## src/hdl/dcd_pkg.sv

```systemverilog
package dcd_pkg;

   // register indices; byte address is four times the index
   localparam logic [4:0] IDX_CONTROL_A     = 5'h00;
   localparam logic [4:0] IDX_CONTROL_B     = 5'h01;
   localparam logic [4:0] IDX_CONTROL_C     = 5'h02;
   localparam logic [4:0] IDX_TRIGGER_SEL   = 5'h03;
   localparam logic [4:0] IDX_EMPTY_FLAGS   = 5'h05;
   localparam logic [4:0] IDX_CH0_GAIN      = 5'h08;
   localparam logic [4:0] IDX_CH0_OFFSET    = 5'h09;
   localparam logic [4:0] IDX_CH0_DATA_LOW  = 5'h18;
   localparam logic [4:0] IDX_CH0_DATA_HIGH = 5'h19;
   localparam logic [4:0] IDX_CH1_DATA_LOW  = 5'h1A;
   localparam logic [4:0] IDX_CH1_DATA_HIGH = 5'h1B;

   localparam int IDX_LSB  = 2;
   localparam int IDX_MSB  = 6;
   localparam int ADDR_TOP = 31;

   // control a fields
   localparam int CA_ENABLE         = 0;
   localparam int CA_LOW_POWER      = 1;
   localparam int CA_CH0_PIN        = 2;
   localparam int CA_CH1_PIN        = 3;
   localparam int CA_INTERNAL_ROUTE = 4;
   localparam logic [7:0] CA_MASK   = 8'h1F;
   // control b fields
   localparam int CB_CH0_EVENT      = 0;
   localparam int CB_CH1_EVENT      = 1;
   localparam int CB_CHANNEL_COUNT_SELECT_LSB      = 5;
   localparam logic [7:0] CB_MASK   = 8'h63;
   // control c fields
   localparam int CC_ALIGN_HIGH     = 0;
   localparam int CC_REF_LSB        = 3;
   localparam logic [7:0] CC_MASK   = 8'h19;
   // trigger select fields
   localparam int TS_SPLIT          = 3;
   localparam logic [7:0] TS_MASK   = 8'h0F;
   localparam logic [7:0] RESET_BYTE = 8'h00;

   typedef enum logic [1:0] {
      DCD_CHANNEL_COUNT_SELECT_SINGLE0 = 2'b00,
      DCD_CHANNEL_COUNT_SELECT_ONE_CHANNEL_SECOND = 2'b01,
      DCD_CHANNEL_COUNT_SELECT_DUAL    = 2'b10,
      DCD_CHANNEL_COUNT_SELECT_RSVD    = 2'b11
   } dcd_channel_count_select_t;

   typedef enum logic [1:0] {
      DCD_REF_INT_1V   = 2'b00,
      DCD_REF_SUPPLY   = 2'b01,
      DCD_REF_PORT_A   = 2'b10,
      DCD_REF_PORT_D   = 2'b11
   } dcd_ref_t;

   typedef enum logic [1:0] {
      DCD_ST_IDLE = 2'b01,
      DCD_ST_CONV = 2'b10
   } dcd_state_t;

   // conversion timing at 20 MHz
   localparam int CLK_PERIOD_NS  = 50;
   localparam int CONV_TIME_NS   = 1000;
   localparam int CONV_CYCLES    = (CONV_TIME_NS + CLK_PERIOD_NS - 1) / CLK_PERIOD_NS;
   localparam int LP_FACTOR      = 2;
   localparam int CNT_W          = 7;
   localparam logic [CNT_W-1:0] CONV_CNT    = CNT_W'(CONV_CYCLES);
   localparam logic [CNT_W-1:0] CONV_CNT_LP = CNT_W'(CONV_CYCLES * LP_FACTOR);
   localparam logic [CNT_W-1:0] CNT_ONE     = 7'h01;

   localparam logic [1:0] HTRANS_NONSEQ_BIT = 2'b10;
   localparam logic       HRESP_OKAY        = 1'b0;

   // per-channel analog stage controls
   typedef struct packed {
      logic        power_on;
      logic        pin_drive;
      logic        converting;
      logic [11:0] value;
   } dcd_analog_t;

   // calibration and reference settings handed to the analog stage
   typedef struct packed {
      logic [7:0] ch0_gain;
      logic [7:0] ch0_offset;
      dcd_ref_t   reference;
      logic       internal_route;
   } dcd_trim_t;

endpackage

```

## src/hdl/dcd_dual_channel_dac_control.sv

```systemverilog
// Added by the designer: register access over AHB-Lite.
`timescale 1ns/100ps
// Operation
// (RULE1) route bit: internal path on, channel-0 pin off
// (RULE2) channel-1 enable drives channel-1 pin
// (RULE3) channel-0 enable drives pin unless routed internally
// (RULE4) low power: converter off between conversions
// (RULE5) low power doubles each new conversion time
// (RULE6) master enable gates the whole converter
// (RULE7) channel field: ch0, ch1, dual, reserved
// (RULE8) ch1 event start needs updated ch1 data
// (RULE9) ch0 event start needs updated ch0 data
// (RULE10) reference field picks one of four sources
// (RULE11) align bit selects left or right data
// (RULE12) event field picks event channel zero-seven
// (RULE13) split bit: channel 1 uses next event
// (RULE14) per-channel empty flag in status register
// (RULE15) write while not empty replaces pending value
// (RULE16) empty flag is the DMA request
// (RULE17) eight-bit channel-0 gain trim, reset zero
// (RULE18) eight-bit channel-0 offset trim, reset zero
// (RULE19) software writes zero to reserved bits
// (RULE20) without event mode, start on new data
// (RULE21) right-adjusted: low byte plus four high
// (RULE22) left-adjusted high-only write gives eight bits
// (RULE23) data write clears flag, start sets it
module dcd_dual_channel_dac_control (
   input  wire logic                 hclk,
   input  wire logic                 hresetn,
   input  wire logic                 hsel,
   input  wire logic [31:0]          haddr,
   input  wire logic [1:0]           htrans,
   input  wire logic                 hwrite,
   input  wire logic [2:0]           hsize,
   input  wire logic [31:0]          hwdata,
   input  wire logic                 hready,
   output logic      [31:0]          hrdata,
   output logic                      hreadyout,
   output logic                      hresp,
   input  wire logic [7:0]           event_in,
   output logic      [1:0]           dma_request,
   output dcd_pkg::dcd_analog_t      chan0_analog,
   output dcd_pkg::dcd_analog_t      chan1_analog,
   output dcd_pkg::dcd_trim_t        trim
);

   // bus address phase capture
   logic                 wr_pend_q;
   logic [4:0]           wr_idx_q;
   logic [31:0]          hrdata_q;

   // registers
   logic [7:0]           control_a_q;
   logic [7:0]           control_b_q;
   logic [7:0]           control_c_q;
   logic [7:0]           trigger_sel_q;
   logic [7:0]           gain_q;
   logic [7:0]           offset_q;
   logic [7:0]           temp_q;
   logic [1:0]           empty_q;

   // per-channel datapath
   logic [11:0]          pend_val_q   [2];
   logic [1:0]           pend_q;
   logic [11:0]          out_val_q    [2];
   logic [dcd_pkg::CNT_W-1:0] cnt_q   [2];
   dcd_pkg::dcd_state_t  state_q      [2];

   // decoded address phase
   wire                  addr_phase;
   wire  [4:0]           a_idx;
   wire                  a_in_range;
   assign addr_phase = hsel && hready && htrans[1] && (htrans == dcd_pkg::HTRANS_NONSEQ_BIT || htrans[0]);
   assign a_idx      = haddr[dcd_pkg::IDX_MSB:dcd_pkg::IDX_LSB];
   assign a_in_range = (haddr[dcd_pkg::ADDR_TOP:dcd_pkg::IDX_MSB+1] == '0);

   // data phase write strobes
   wire                  wr_a;
   wire                  wr_b;
   wire                  wr_c;
   wire                  wr_ts;
   wire                  wr_flags;
   wire                  wr_gain;
   wire                  wr_offset;
   wire  [1:0]           wr_low;
   wire  [1:0]           wr_high;
   wire  [7:0]           wbyte;
   assign wbyte     = hwdata[7:0];
   assign wr_a      = wr_pend_q && (wr_idx_q == dcd_pkg::IDX_CONTROL_A);
   assign wr_b      = wr_pend_q && (wr_idx_q == dcd_pkg::IDX_CONTROL_B);
   assign wr_c      = wr_pend_q && (wr_idx_q == dcd_pkg::IDX_CONTROL_C);
   assign wr_ts     = wr_pend_q && (wr_idx_q == dcd_pkg::IDX_TRIGGER_SEL);
   assign wr_flags  = wr_pend_q && (wr_idx_q == dcd_pkg::IDX_EMPTY_FLAGS);
   assign wr_gain   = wr_pend_q && (wr_idx_q == dcd_pkg::IDX_CH0_GAIN);
   assign wr_offset = wr_pend_q && (wr_idx_q == dcd_pkg::IDX_CH0_OFFSET);
   assign wr_low[0]  = wr_pend_q && (wr_idx_q == dcd_pkg::IDX_CH0_DATA_LOW);
   assign wr_low[1]  = wr_pend_q && (wr_idx_q == dcd_pkg::IDX_CH1_DATA_LOW);
   assign wr_high[0] = wr_pend_q && (wr_idx_q == dcd_pkg::IDX_CH0_DATA_HIGH);
   assign wr_high[1] = wr_pend_q && (wr_idx_q == dcd_pkg::IDX_CH1_DATA_HIGH);

   // control fields
   wire                  enable;
   wire                  low_power_select;
   wire                  chan0_pin_enable;
   wire                  chan1_pin_enable;
   wire                  internal_route_enable;
   wire  [1:0]           channel_count_select;
   wire  [1:0]           chan_event_start;
   wire  [1:0]           reference_select;
   wire                  align_high;
   wire  [2:0]           trigger_channel_select;
   wire                  trigger_split;
   assign enable                 = control_a_q[dcd_pkg::CA_ENABLE];
   assign low_power_select       = control_a_q[dcd_pkg::CA_LOW_POWER];
   assign chan0_pin_enable       = control_a_q[dcd_pkg::CA_CH0_PIN];
   assign chan1_pin_enable       = control_a_q[dcd_pkg::CA_CH1_PIN];
   assign internal_route_enable  = control_a_q[dcd_pkg::CA_INTERNAL_ROUTE];
   assign channel_count_select   = control_b_q[dcd_pkg::CB_CHANNEL_COUNT_SELECT_LSB +: 2];
   assign chan_event_start[0]    = control_b_q[dcd_pkg::CB_CH0_EVENT];
   assign chan_event_start[1]    = control_b_q[dcd_pkg::CB_CH1_EVENT];
   assign reference_select       = control_c_q[dcd_pkg::CC_REF_LSB +: 2];
   assign align_high             = control_c_q[dcd_pkg::CC_ALIGN_HIGH];
   assign trigger_channel_select = trigger_sel_q[2:0];
   assign trigger_split          = trigger_sel_q[dcd_pkg::TS_SPLIT];

   // channel activity from master enable and channel field
   wire  [1:0]           chan_active;
   assign chan_active[0] = enable && (channel_count_select == dcd_pkg::DCD_CHANNEL_COUNT_SELECT_SINGLE0 ||
                                      channel_count_select == dcd_pkg::DCD_CHANNEL_COUNT_SELECT_DUAL); // RULE6 RULE7
   assign chan_active[1] = enable && (channel_count_select == dcd_pkg::DCD_CHANNEL_COUNT_SELECT_ONE_CHANNEL_SECOND ||
                                      channel_count_select == dcd_pkg::DCD_CHANNEL_COUNT_SELECT_DUAL); // RULE6 RULE7

   // event channel choice; channel 1 may take the next one, wrapping at seven
   wire  [2:0]           ev_sel1;
   wire  [1:0]           chan_event;
   assign ev_sel1       = trigger_split ? (trigger_channel_select + 3'h1) : trigger_channel_select; // RULE13
   assign chan_event[0] = event_in[trigger_channel_select]; // RULE12
   assign chan_event[1] = event_in[ev_sel1]; // RULE12 RULE13

   // assembly of a committed value from the high byte and the temporary byte
   wire  [11:0]          commit_val;
   assign commit_val = align_high ? {wbyte, temp_q[7:4]}      // RULE11 RULE22
                                  : {wbyte[3:0], temp_q};     // RULE11 RULE21

   // start decision per channel
   wire  [1:0]           start;
   wire  [1:0]           idle;
   wire  [1:0]           done;
   genvar ch;
   generate
      for (ch = 0; ch < 2; ch++) begin : g_chan
         assign idle[ch]  = (state_q[ch] == dcd_pkg::DCD_ST_IDLE);
         assign done[ch]  = (state_q[ch] == dcd_pkg::DCD_ST_CONV) && (cnt_q[ch] == dcd_pkg::CNT_ONE);
         assign start[ch] = chan_active[ch] && pend_q[ch] && (idle[ch] || done[ch]) &&
                            (!chan_event_start[ch] || chan_event[ch]); // RULE8 RULE9 RULE20

         always_ff @(posedge hclk or negedge hresetn) begin
            if (!hresetn) begin
               pend_val_q[ch] <= 12'h000;
            end else if (wr_high[ch]) begin
               pend_val_q[ch] <= commit_val; // RULE15
            end
         end

         always_ff @(posedge hclk or negedge hresetn) begin
            if (!hresetn) begin
               pend_q[ch] <= 1'b0;
            end else if (wr_high[ch]) begin
               pend_q[ch] <= 1'b1; // RULE15
            end else if (start[ch]) begin
               pend_q[ch] <= 1'b0;
            end
         end

         always_ff @(posedge hclk or negedge hresetn) begin
            if (!hresetn) begin
               out_val_q[ch] <= 12'h000;
            end else if (start[ch]) begin
               out_val_q[ch] <= pend_val_q[ch];
            end
         end

         // converter sequencer; a start while busy only follows the final count
         always_ff @(posedge hclk or negedge hresetn) begin
            if (!hresetn) begin
               state_q[ch] <= dcd_pkg::DCD_ST_IDLE;
               cnt_q[ch]   <= '0;
            end else if (!chan_active[ch]) begin
               state_q[ch] <= dcd_pkg::DCD_ST_IDLE; // RULE6
               cnt_q[ch]   <= '0;
            end else begin
               unique case (state_q[ch])
                  dcd_pkg::DCD_ST_IDLE: begin
                     if (start[ch]) begin
                        state_q[ch] <= dcd_pkg::DCD_ST_CONV;
                        cnt_q[ch]   <= low_power_select ? dcd_pkg::CONV_CNT_LP : dcd_pkg::CONV_CNT; // RULE5
                     end
                  end
                  dcd_pkg::DCD_ST_CONV: begin
                     if (start[ch]) begin
                        cnt_q[ch]   <= low_power_select ? dcd_pkg::CONV_CNT_LP : dcd_pkg::CONV_CNT; // RULE5
                     end else if (done[ch]) begin
                        state_q[ch] <= dcd_pkg::DCD_ST_IDLE;
                        cnt_q[ch]   <= '0;
                     end else begin
                        cnt_q[ch]   <= cnt_q[ch] - dcd_pkg::CNT_ONE;
                     end
                  end
                  default: begin
                     state_q[ch] <= dcd_pkg::DCD_ST_IDLE;
                     cnt_q[ch]   <= '0;
                  end
               endcase
            end
         end

         // empty flag: data write clears, start sets; software may write it too
         always_ff @(posedge hclk or negedge hresetn) begin
            if (!hresetn) begin
               empty_q[ch] <= 1'b0;
            end else if (wr_high[ch]) begin
               empty_q[ch] <= 1'b0; // RULE23
            end else if (start[ch]) begin
               empty_q[ch] <= 1'b1; // RULE14 RULE23
            end else if (wr_flags) begin
               empty_q[ch] <= wbyte[ch];
            end
         end
      end
   endgenerate

   // bus address phase registers
   always_ff @(posedge hclk or negedge hresetn) begin
      if (!hresetn) begin
         wr_pend_q <= 1'b0;
         wr_idx_q  <= 5'h00;
      end else begin
         wr_pend_q <= addr_phase && hwrite && a_in_range;
         wr_idx_q  <= a_idx;
      end
   end

   // register writes mask reserved bits so they always read zero
   always_ff @(posedge hclk or negedge hresetn) begin
      if (!hresetn) begin
         control_a_q <= dcd_pkg::RESET_BYTE;
         control_b_q <= dcd_pkg::RESET_BYTE;
         control_c_q <= dcd_pkg::RESET_BYTE;
      end else begin
         if (wr_a) control_a_q <= wbyte & dcd_pkg::CA_MASK; // RULE19
         if (wr_b) control_b_q <= wbyte & dcd_pkg::CB_MASK; // RULE19
         if (wr_c) control_c_q <= wbyte & dcd_pkg::CC_MASK; // RULE19
      end
   end

   always_ff @(posedge hclk or negedge hresetn) begin
      if (!hresetn) begin
         trigger_sel_q <= dcd_pkg::RESET_BYTE;
         gain_q        <= dcd_pkg::RESET_BYTE;
         offset_q      <= dcd_pkg::RESET_BYTE;
      end else begin
         if (wr_ts)     trigger_sel_q <= wbyte & dcd_pkg::TS_MASK; // RULE19
         if (wr_gain)   gain_q        <= wbyte; // RULE17
         if (wr_offset) offset_q      <= wbyte; // RULE18
      end
   end

   // temporary low byte shared by both channels, as in the data byte pair
   always_ff @(posedge hclk or negedge hresetn) begin
      if (!hresetn) begin
         temp_q <= dcd_pkg::RESET_BYTE;
      end else if (|wr_low) begin
         temp_q <= align_high ? {wbyte[7:4], 4'h0} : wbyte; // RULE21 RULE22
      end
   end

   // read data mux, registered at the address phase
   wire  [7:0]           low_view   [2];
   wire  [7:0]           high_view  [2];
   logic [7:0]           rd_byte;
   assign low_view[0]  = align_high ? {pend_val_q[0][3:0], 4'h0} : pend_val_q[0][7:0];
   assign low_view[1]  = align_high ? {pend_val_q[1][3:0], 4'h0} : pend_val_q[1][7:0];
   assign high_view[0] = align_high ? pend_val_q[0][11:4] : {4'h0, pend_val_q[0][11:8]};
   assign high_view[1] = align_high ? pend_val_q[1][11:4] : {4'h0, pend_val_q[1][11:8]};

   always_comb begin
      rd_byte = 8'h00;
      if (a_in_range) begin
         unique case (a_idx)
            dcd_pkg::IDX_CONTROL_A:     rd_byte = control_a_q;
            dcd_pkg::IDX_CONTROL_B:     rd_byte = control_b_q;
            dcd_pkg::IDX_CONTROL_C:     rd_byte = control_c_q;
            dcd_pkg::IDX_TRIGGER_SEL:   rd_byte = trigger_sel_q;
            dcd_pkg::IDX_EMPTY_FLAGS:   rd_byte = {6'h00, empty_q}; // RULE14
            dcd_pkg::IDX_CH0_GAIN:      rd_byte = gain_q; // RULE17
            dcd_pkg::IDX_CH0_OFFSET:    rd_byte = offset_q; // RULE18
            dcd_pkg::IDX_CH0_DATA_LOW:  rd_byte = low_view[0];
            dcd_pkg::IDX_CH0_DATA_HIGH: rd_byte = high_view[0];
            dcd_pkg::IDX_CH1_DATA_LOW:  rd_byte = low_view[1];
            dcd_pkg::IDX_CH1_DATA_HIGH: rd_byte = high_view[1];
            default:                    rd_byte = 8'h00;
         endcase
      end
   end

   always_ff @(posedge hclk or negedge hresetn) begin
      if (!hresetn) begin
         hrdata_q <= 32'h0000_0000;
      end else if (addr_phase && !hwrite) begin
         hrdata_q <= {24'h00_0000, rd_byte};
      end
   end

   assign hrdata    = hrdata_q;
   assign hreadyout = 1'b1;
   assign hresp     = dcd_pkg::HRESP_OKAY;

   // requests and analog controls
   assign dma_request = empty_q; // RULE16

   assign chan0_analog.power_on   = chan_active[0] && (!low_power_select || !idle[0]); // RULE4
   assign chan0_analog.pin_drive  = enable && chan0_pin_enable && !internal_route_enable; // RULE1 RULE3
   assign chan0_analog.converting = !idle[0];
   assign chan0_analog.value      = out_val_q[0];
   assign chan1_analog.power_on   = chan_active[1] && (!low_power_select || !idle[1]); // RULE4
   assign chan1_analog.pin_drive  = enable && chan1_pin_enable; // RULE2
   assign chan1_analog.converting = !idle[1];
   assign chan1_analog.value      = out_val_q[1];

   assign trim.ch0_gain       = gain_q; // RULE17
   assign trim.ch0_offset     = offset_q; // RULE18
   assign trim.reference      = dcd_pkg::dcd_ref_t'(reference_select); // RULE10
   assign trim.internal_route = enable && internal_route_enable; // RULE1

endmodule

```

## config.mk

```make
export PLATFORM = sky130hd
export DESIGN_NAME = dcd_dual_channel_dac_control
export DESIGN_NICKNAME = d
export VERILOG_FILES = /design/src/hdl/dcd_pkg.sv /design/src/hdl/dcd_dual_channel_dac_control.sv
export SDC_FILE = /design/constraint.sdc
export NUM_CORES = 1
export LEC_CHECK = 0
export ABC_AREA = 1
export BUFFER_PORTS_ARGS = -buffer_cell sky130_fd_sc_hd__buf_2
export CAP_MARGIN = 20
export CORE_MARGIN = 2
export CORE_UTILIZATION = 50
export CTS_CLUSTER_DIAMETER = 200
export DETAILED_ROUTE_END_ITERATION = 10
export GPL_TIMING_DRIVEN = 0
export PLACE_DENSITY_LB_ADDON = 0.12
export SLEW_MARGIN = 20
export SYNTH_ARGS = -nofsm -noshare
export SYNTH_HDL_FRONTEND = slang
export SYNTH_SLANG_ARGS = --single-unit
```

## constraint.sdc

```tcl
create_clock -name hclk -period 3.9 [get_ports hclk]
set_clock_uncertainty 0.1 [all_clocks]
set_input_delay 0.78 -clock hclk [delete_from_list [all_inputs] [get_ports hclk]]
set_output_delay 0.78 -clock hclk [all_outputs]
set_load 0.01 [all_outputs]
```

; ---- Word level (Yosys, flattened, before mapping)
; Index checks and enable logic that the tools add are counted.
[word_totals]
regBits = 124
in_bits = 82
out_inout_bits = 85
elab_cells = 166
[classes]
addsub = 3
n_lt_le_gt_ge = 2
n_eq_ne = 35
mux = 44
n_reduce_logical = 60
[op_table]
columns = operator, count
row1 = one-hot mux 8 bit (11 select lines), 1
row2 = two-way mux 7 bit, 8
row3 = equality test 5 bit (second input constant), 8
row4 = two-way mux 8 bit, 5
row5 = logical AND 1 bit, 33
row6 = one-hot mux 7 bit (2 select lines), 2
row7 = zero test 25 bit, 1
row8 = equality test 5 x 2 -> 1 bit (second input constant), 4
row9 = equality test 5 x 4 -> 1 bit (second input constant), 4
row10 = inequality test 3 bit (second input constant), 6
row11 = two-way mux 2 bit, 8
row12 = equality test 7 x 1 -> 1 bit (second input constant), 2
row13 = subtractor 7 x 1 -> 7 bit (second input constant), 2
row14 = two-way mux 1 bit, 12
row15 = two-way mux 12 bit, 1
row16 = equality test 5 x 1 -> 1 bit (second input constant), 2
row17 = equality test 5 x 3 -> 1 bit (second input constant), 2
row18 = zero test 5 bit, 2
row19 = logical OR 1 bit, 9
row20 = equality test 2 bit (second input constant), 4
row21 = < comparator 3 x 4 -> 1 bit (second input constant), 2
row22 = one-hot mux 2 bit (2 select lines), 2
row23 = zero test 1 bit, 7
row24 = binary-select mux 1 bit (select 3 bit), 2
row25 = 10 further kinds, 15

; ---- Logic depth before layout (Yosys ltp)
; Gate-level depths: netlist (run 1).
[logic_depth]
ltp_word = 9
depth_mapped = 16
mapped_depth_nobuf = 14

; ---- Least setup slack after synthesis (run 1)
; No wires, ideal clock.
[synth_path]
path_type = input -> register
from = in haddr[3]
to = reg hrdata_q[4], in the netlist hrdata[4]
setup_ns = 0.065
t_arrival_ns = 1.837
required_ns = 3.735
path_slack_ns = 1.899
stages = 8
n_path_buf = 0
path_cell_list = nor2_1 -> inv_1 -> nor3_1 -> a22o_1 -> nor2_1 -> o211ai_1 -> nand2_1 -> nand2_1
[synth_between]
elab_chain_len = 3
word_cells_on_any_way = 13
classes_between = 10 x eq/ne / 2 x mux / 1 x reduce/logical
[synth_lines]
columns = element, line_no
row1 = "start, declared", dcd_dual_channel_dac_control.sv:31  ; input wire logic [31:0] haddr,
row2 = "equality test 5 bit, or another cell as far along", dcd_dual_channel_dac_control.sv:289  ; unique case (a_idx)
row3 = one-hot mux 8 bit (11 select lines) *, dcd_dual_channel_dac_control.sv:289
row4 = two-way mux 8 bit *, dcd_dual_channel_dac_control.sv:288  ; if (a_in_range) begin
row5 = "end signal, assigned", dcd_dual_channel_dac_control.sv:310  ; hrdata_q <= {24'h00_0000, rd_byte};
row6 = "end, declared", dcd_dual_channel_dac_control.sv:50  ; logic [31:0] hrdata_q;
; Every way passes the cells marked *; elsewhere a longest branch is shown, timed or not.
; A chain may end at the register's enable or synchronous reset.

==> impl_metrics.json, run 1 <==
{
  "status": "finished, final reports clean",
  "syn_to_final_growth_pct": 23.2,
  "clock_latency_ns": 0.42,
  "fin_cells": 1188,
  "grt_first_pass_wirelength_um": 28500,
  "grt_use_total": 0.259,
  "dieArea_um2": 14100,
  "p_per_area_nw_per_um2": 386,
  "startpoint_type": "register",
  "gp_congestion": 0.914,
  "finalMaxSlewViolations": 0,
  "clkTransAtPathRegs_ns": 0.06,
  "yosysWarningCount": 0,
  "async_flop_share": 1.00,
  "critPathMaxStageDelay_ns": 0.42,
  "critical_path_class": "register to output pin",
  "yosysSeqAreaShare": 0.472,
  "overflow": 0,
  "finalCriticalPeriod_ns": 2.62,
  "dp_slack_ns": 1.16,
  "syn_area_per_cell_um2": 7.75,
  "cts_hold_buffers": 0,
  "drc": 0,
  "max_cap_violations": 0,
  "place.detailed.hpwl_um": 13400,
  "worst_path_max_delay_cell": "dfrtp_1",
  "grt_pass1_vias": 5748,
  "routed_wl_um": 17900,
  "clockRootBuffer": "clkbuf_16",
  "detail_route.wl_per_cell_um": 15.0,
  "die_y_um": 119,
  "finish.net_count": 1094,
  "dp_cells": 1156,
  "finalCritPeriodShare": 0.672,
  "antenna_found_initial": 0,
  "ys_seq_elements": 124,
  "ctsResizeCount": 0,
  "drt_pass1_iterations": 8,
  "synth_top_area_frac": 0.464,
  "setup_viol": 0,
  "clk_path_buf_depth": 2,
  "die_w_um": 119,
  "yosysTopAreaCell": "dfrtp_1",
  "crit_path_max_fanout": 5,
  "layout-drive-gt1-share": 0.203,
  "path_common_cell": "inv_1",
  "vdd_drop_max_v": 0.000294,
  "hold_viol_final": 0,
  "max_freq_mhz": 381,
  "rows": 41,
  "ys_types": 40,
  "synth_area_um2": 6580,
  "power_mw": 3.13,
  "synthCells": 849,
  "worstMarginPinSlew_ns": 1.21,
  "grt_max_degree": 66,
  "antenna_left": 0,
  "coreArea_um2": 12700,
  "synth-edff-count": 0,
  "path_buf_inv": 3,
  "leakage_nw": 4.33,
  "cts.sinks": 124,
  "dr_total_vias": 6183,
  "htreeDepth": 4,
  "crit_arrival_ns": 1.74,
  "yosys-top-cells-area": "dfrtp_1, nand2_1, o21ai_0",
  "cts_inserted_buffers": 17,
  "tns_ns": 0,
  "drt_iter0_markers": 532,
  "hold_class": "input pin to async pin",
  "portBuffers": 110,
  "grt_setup_unrepaired": "no",
  "postCtsSetupRepairBufs": 0,
  "vias_per_cell": 5.20,
  "initial_core_util": 0.517,
  "setup_slack_ns": 1.28,
  "slew_headroom": 0.184,
  "cts_tree": "done",
  "crit_required_ns": 3.02,
  "num_io_pins": 167,
  "antennaDiodeCount": 0,
  "end_kind": "output pin",
  "crit_chain": "inv_1, nor3_2, inv_1, a21oi_1, buf_2",
  "synth_top_flop_cell": "dfrtp_1",
  "critPathTopFamily": "flip-flops"
}
## area by class of cell
cell class,count,area (um^2)
Clock inverter,13,191
Clock buffer,19,443
Multi-Input combinational cell,601,2870
Timing Repair Buffer,111,584
Buffer,48,317
Fill cell,1209,4620
Tap cell,172,215
Inverter,100,375
Sequential cell,124,3110
## cells in the mapped netlist (8+ instances only)
master / n
nand4_1: 10
o21ai_0: 120
a21oi_1: 12
clkbuf_1: 12
nor2_1: 41
o21ai_1: 8
nand3_1: 47
nand2_1: 256
buf_4: 29
dfrtp_1: 122
o22ai_1: 10
inv_1: 94
ha_1: 9
## cell usage in the layout, fill, tap and decap left out, types with 5 or more instances in the layout
cell type / n
inv_2: 6
nand2_1: 256
buf_4: 29
nor4_1: 7
o21ai_0: 120
o22ai_1: 10
nor3_1: 7
o21ai_1: 8
a21oi_1: 12
conb_1: 26
nand3_1: 47
xor2_1: 5
clkbuf_1: 13
nor2_2: 6
a22o_1: 5
ha_1: 9
inv_1: 94
clkbuf_16: 17
dfrtp_1: 122
buf_2: 112
nand4_1: 10
nor2_1: 41
## per-stage QoR
stage | hold slack [ns] | utilization | instance area [um^2]
2_1_floorplan | 0.342 | - | 6670
3_3_place_gp | 0.355 | 0.584 | 7430
3_5_place_dp | 0.362 | 0.587 | 7470
4_1_cts | 0.257 | 0.637 | 8100
5_1_grt | 0.292 | 0.637 | 8100
6_report | 0.249 | 0.637 | 8100
## cells by family (layout without fill, tap and decap cells)
logic type,count (synthesis),in the layout,synth area share
simple gates,390,390,0.252
compound gates,168,168,0.142
buf+inv,148,291,0.105
flops,124,124,0.472
fa+ha+maj,9,9,0.0171
xor+xnor,8,8,0.0107
other cells,2,26,0.00114
## sequential cells by signal (all words and copies together), names as in the netlist, 5 cells and up
name          cells
pend_val_q       24
cnt_q            14
chan0_analog     12
chan1_analog     12
gain_q            8
hrdata            8
offset_q          8
temp_q            8
control_a_q       5
wr_idx_q          5
## where the power goes
group	leakage, nW	switching, mW	internal (mW)	total, mW
clock network	0.300	0.599	1.09	1.69
registers	1.41	0.00244	1.29	1.29
logic	2.62	0.0945	0.0548	0.149
## worst paths after layout
check,startpoint,to,slack (ns),cells after the start
hold / removal,hresetn,cnt_q[6],0.25,1
max in group asynchronous,hresetn,chan0_analog[7],2.71,2
setup / recovery,control_a_q[0],chan1_analog[14],1.28,5
min in group hclk,state_q[0],state_q[0],0.37,2
setup reg to reg,wr_idx_q[2],temp_q[0],1.78,5
hold reg to reg,state_q[0],state_q[0],0.37,2
## per-layer routing
| metal | GRT usage | vias up | part of all wire |
|---|---|---|---|
| met5 | 0 | - | 0 |
| met4 | 0.106 | 0 | 0.025 |
| met3 | 0.0550 | 35 | 0.067 |
| met2 | 0.411 | 266 | 0.47 |
| met1 | 0.346 | 2860 | 0.43 |
| li1 | - | 3022 | - |
No activity file was read; power rests on OpenSTA's default activity.
==> run 2: changes to the inputs <==
CORE_UTILIZATION = 48   (was 50)
clock period = 2.4 ns   (was 3.9 ns; I/O delays follow)
==> run 2 against run 1 <==
Largest power group unchanged. Register-to-register slack got worse by 1.5 ns. Critical path type unchanged. Worst hold slack got worse by 0.11 ns. Critical path depth did not move. Largest cell class unchanged.
==> impl_metrics.json, run 2 (synthesis gave the netlist of run 1 again) <==
{
  "status": "finished, final reports clean",
  "dp_cells": 1160,
  "nFillCells": 1267,
  "drt_iter0_markers": 556,
  "fin_cells": 1190,
  "vdd_drop_max_v": 0.000488,
  "rows": 42,
  "dr_total_vias": 6204,
  "coreArea_um2": 13300,
  "worstMarginPinSlew_ns": 1.09,
  "final_cell_mix": "nand2_1, dfrtp_1, o21ai_0, buf_2, inv_1",
  "slew_headroom": 0.270,
  "portBuffers": 110,
  "dp_slack_ns": 0.0180,
  "gp_congestion": 0.945,
  "regMostFlops": "pend_val_q",
  "htreeDepth": 4,
  "antennaDiodeCount": 0,
  "ctsResizeCount": 0,
  "finalMaxSlewViolations": 0,
  "drc": 0,
  "crit_arrival_ns": 1.66,
  "top_regs": "pend_val_q: 24 flops, cnt_q: 14 flops",
  "vias_per_cell": 5.21,
  "grt_setup_unrepaired": "no",
  "grt_pass1_vias": 5846,
  "p_per_area_nw_per_um2": 593,
  "detail_route.wl_per_cell_um": 15.1,
  "clock_latency_ns": 0.41,
  "clockRootBuffer": "clkbuf_16",
  "drt_pass1_iterations": 5,
  "cts_inserted_buffers": 17,
  "max_cap_violations": 0,
  "dieArea_um2": 14700,
  "critical_path_class": "register to output pin",
  "crit_required_ns": 1.82,
  "num_io_pins": 167,
  "antenna_found_initial": 0,
  "leakage_nw": 4.31,
  "clk_path_buf_depth": 2,
  "grt_use_total": 0.256,
  "largest_reg_flops": 24,
  "overflow": 0,
  "finalCriticalPeriod_ns": 2.24,
  "grt_max_degree": 73,
  "antenna_left": 0,
  "layout-drive-gt1-share": 0.200,
  "cts.sinks": 124,
  "crit_path_max_fanout": 5,
  "layout_commonest_cell": "nand2_1",
  "routed_wl_um": 18000,
  "end_kind": "output pin",
  "clkTransAtPathRegs_ns": 0.05,
  "startpoint_type": "register",
  "hold_class": "input pin to register",
  "finish.net_count": 1095,
  "place_area_um2": 7480,
  "setup_slack_ns": 0.158,
  "syn_to_final_growth_pct": 22.3,
  "die_w_um": 121,
  "hold_viol_final": 0,
  "postCtsSetupRepairBufs": 0,
  "finalCritPeriodShare": 0.934,
  "initial_core_util": 0.495,
  "cts_tree": "done",
  "finish.instance_area_um2": 8050,
  "cts_hold_buffers": 1,
  "grt_first_pass_wirelength_um": 29100,
  "die_y_um": 121,
  "place.detailed.hpwl_um": 13600,
  "max_freq_mhz": 446,
  "setup_viol": 0,
  "tns_ns": 0,
  "power_mw": 4.77
}
[run 2: cell count changes in the layout (fill, tap and decap cells not counted), sizes merged]
cell and change:
bufinv -3, inv -1, clkinv -3, clkbuf +4, dlygate4sd3 +1
[run 2: area by class of cell]
type	count	area (um^2)	area share
timing repair buffer	112	598	0.0743
buffer	48	317	0.0393
inverter	100	375	0.0466
multi-input combinational	601	2870	0.357
tap	176	220	0.0274
clock inverter	6	62.6	0.00777
clock buffer	23	498	0.0619
sequential	124	3110	0.386
[run 2: final timing paths]
kind | from | endpoint | slack, ns | cells past startpoint
max | control_a_q[0] | chan0_analog[14] | 0.16 | 5
min | haddr[5] | wr_idx_q[3] | 0.14 | 1
max reg2reg | wr_idx_q[2] | pend_val_q[7] | 0.30 | 6
min reg2reg | state_q[0] | state_q[0] | 0.37 | 2
max in group asynchronous | hresetn | control_b_q[6] | 1.04 | 3
min in group asynchronous | hresetn | cnt_q[1] | 0.47 | 2
[run 2: worst max-delay path, stage by stage (launching register included)]
cell and delay (ns):
dfrtp_1 0.41, inv_1 0.12, nor2_1 0.30, inv_1 0.13
a21oi_1 0.14, buf_2 0.15
[run 2: per-layer routing]
layer | GRT usage | share of wire | vias up
li1 | - | - | 3020
met1 | 0.347 | 0.45 | 2897
met2 | 0.408 | 0.47 | 260
met3 | 0.0531 | 0.066 | 27
met4 | 0.0923 | 0.019 | 0
met5 | 0 | 0 | -
[run 2: per-stage QoR]
| step | util | hold slack (ns) |
|---|---|---|
| after CTS | 0.605 | 0.115 |
| after floorplan | - | 0.0844 |
| final | 0.605 | 0.137 |
| after global routing | 0.605 | 0.122 |
| after detailed placement | 0.562 | 0.320 |
| after global placement | 0.560 | 0.359 |
[run 2: report_power, final]
part	total (mW)	internal, mW	switching (mW)
Sequential	2.10	2.10	0.00414
Combinational	0.245	0.0908	0.154
Clock	2.42	1.54	0.885
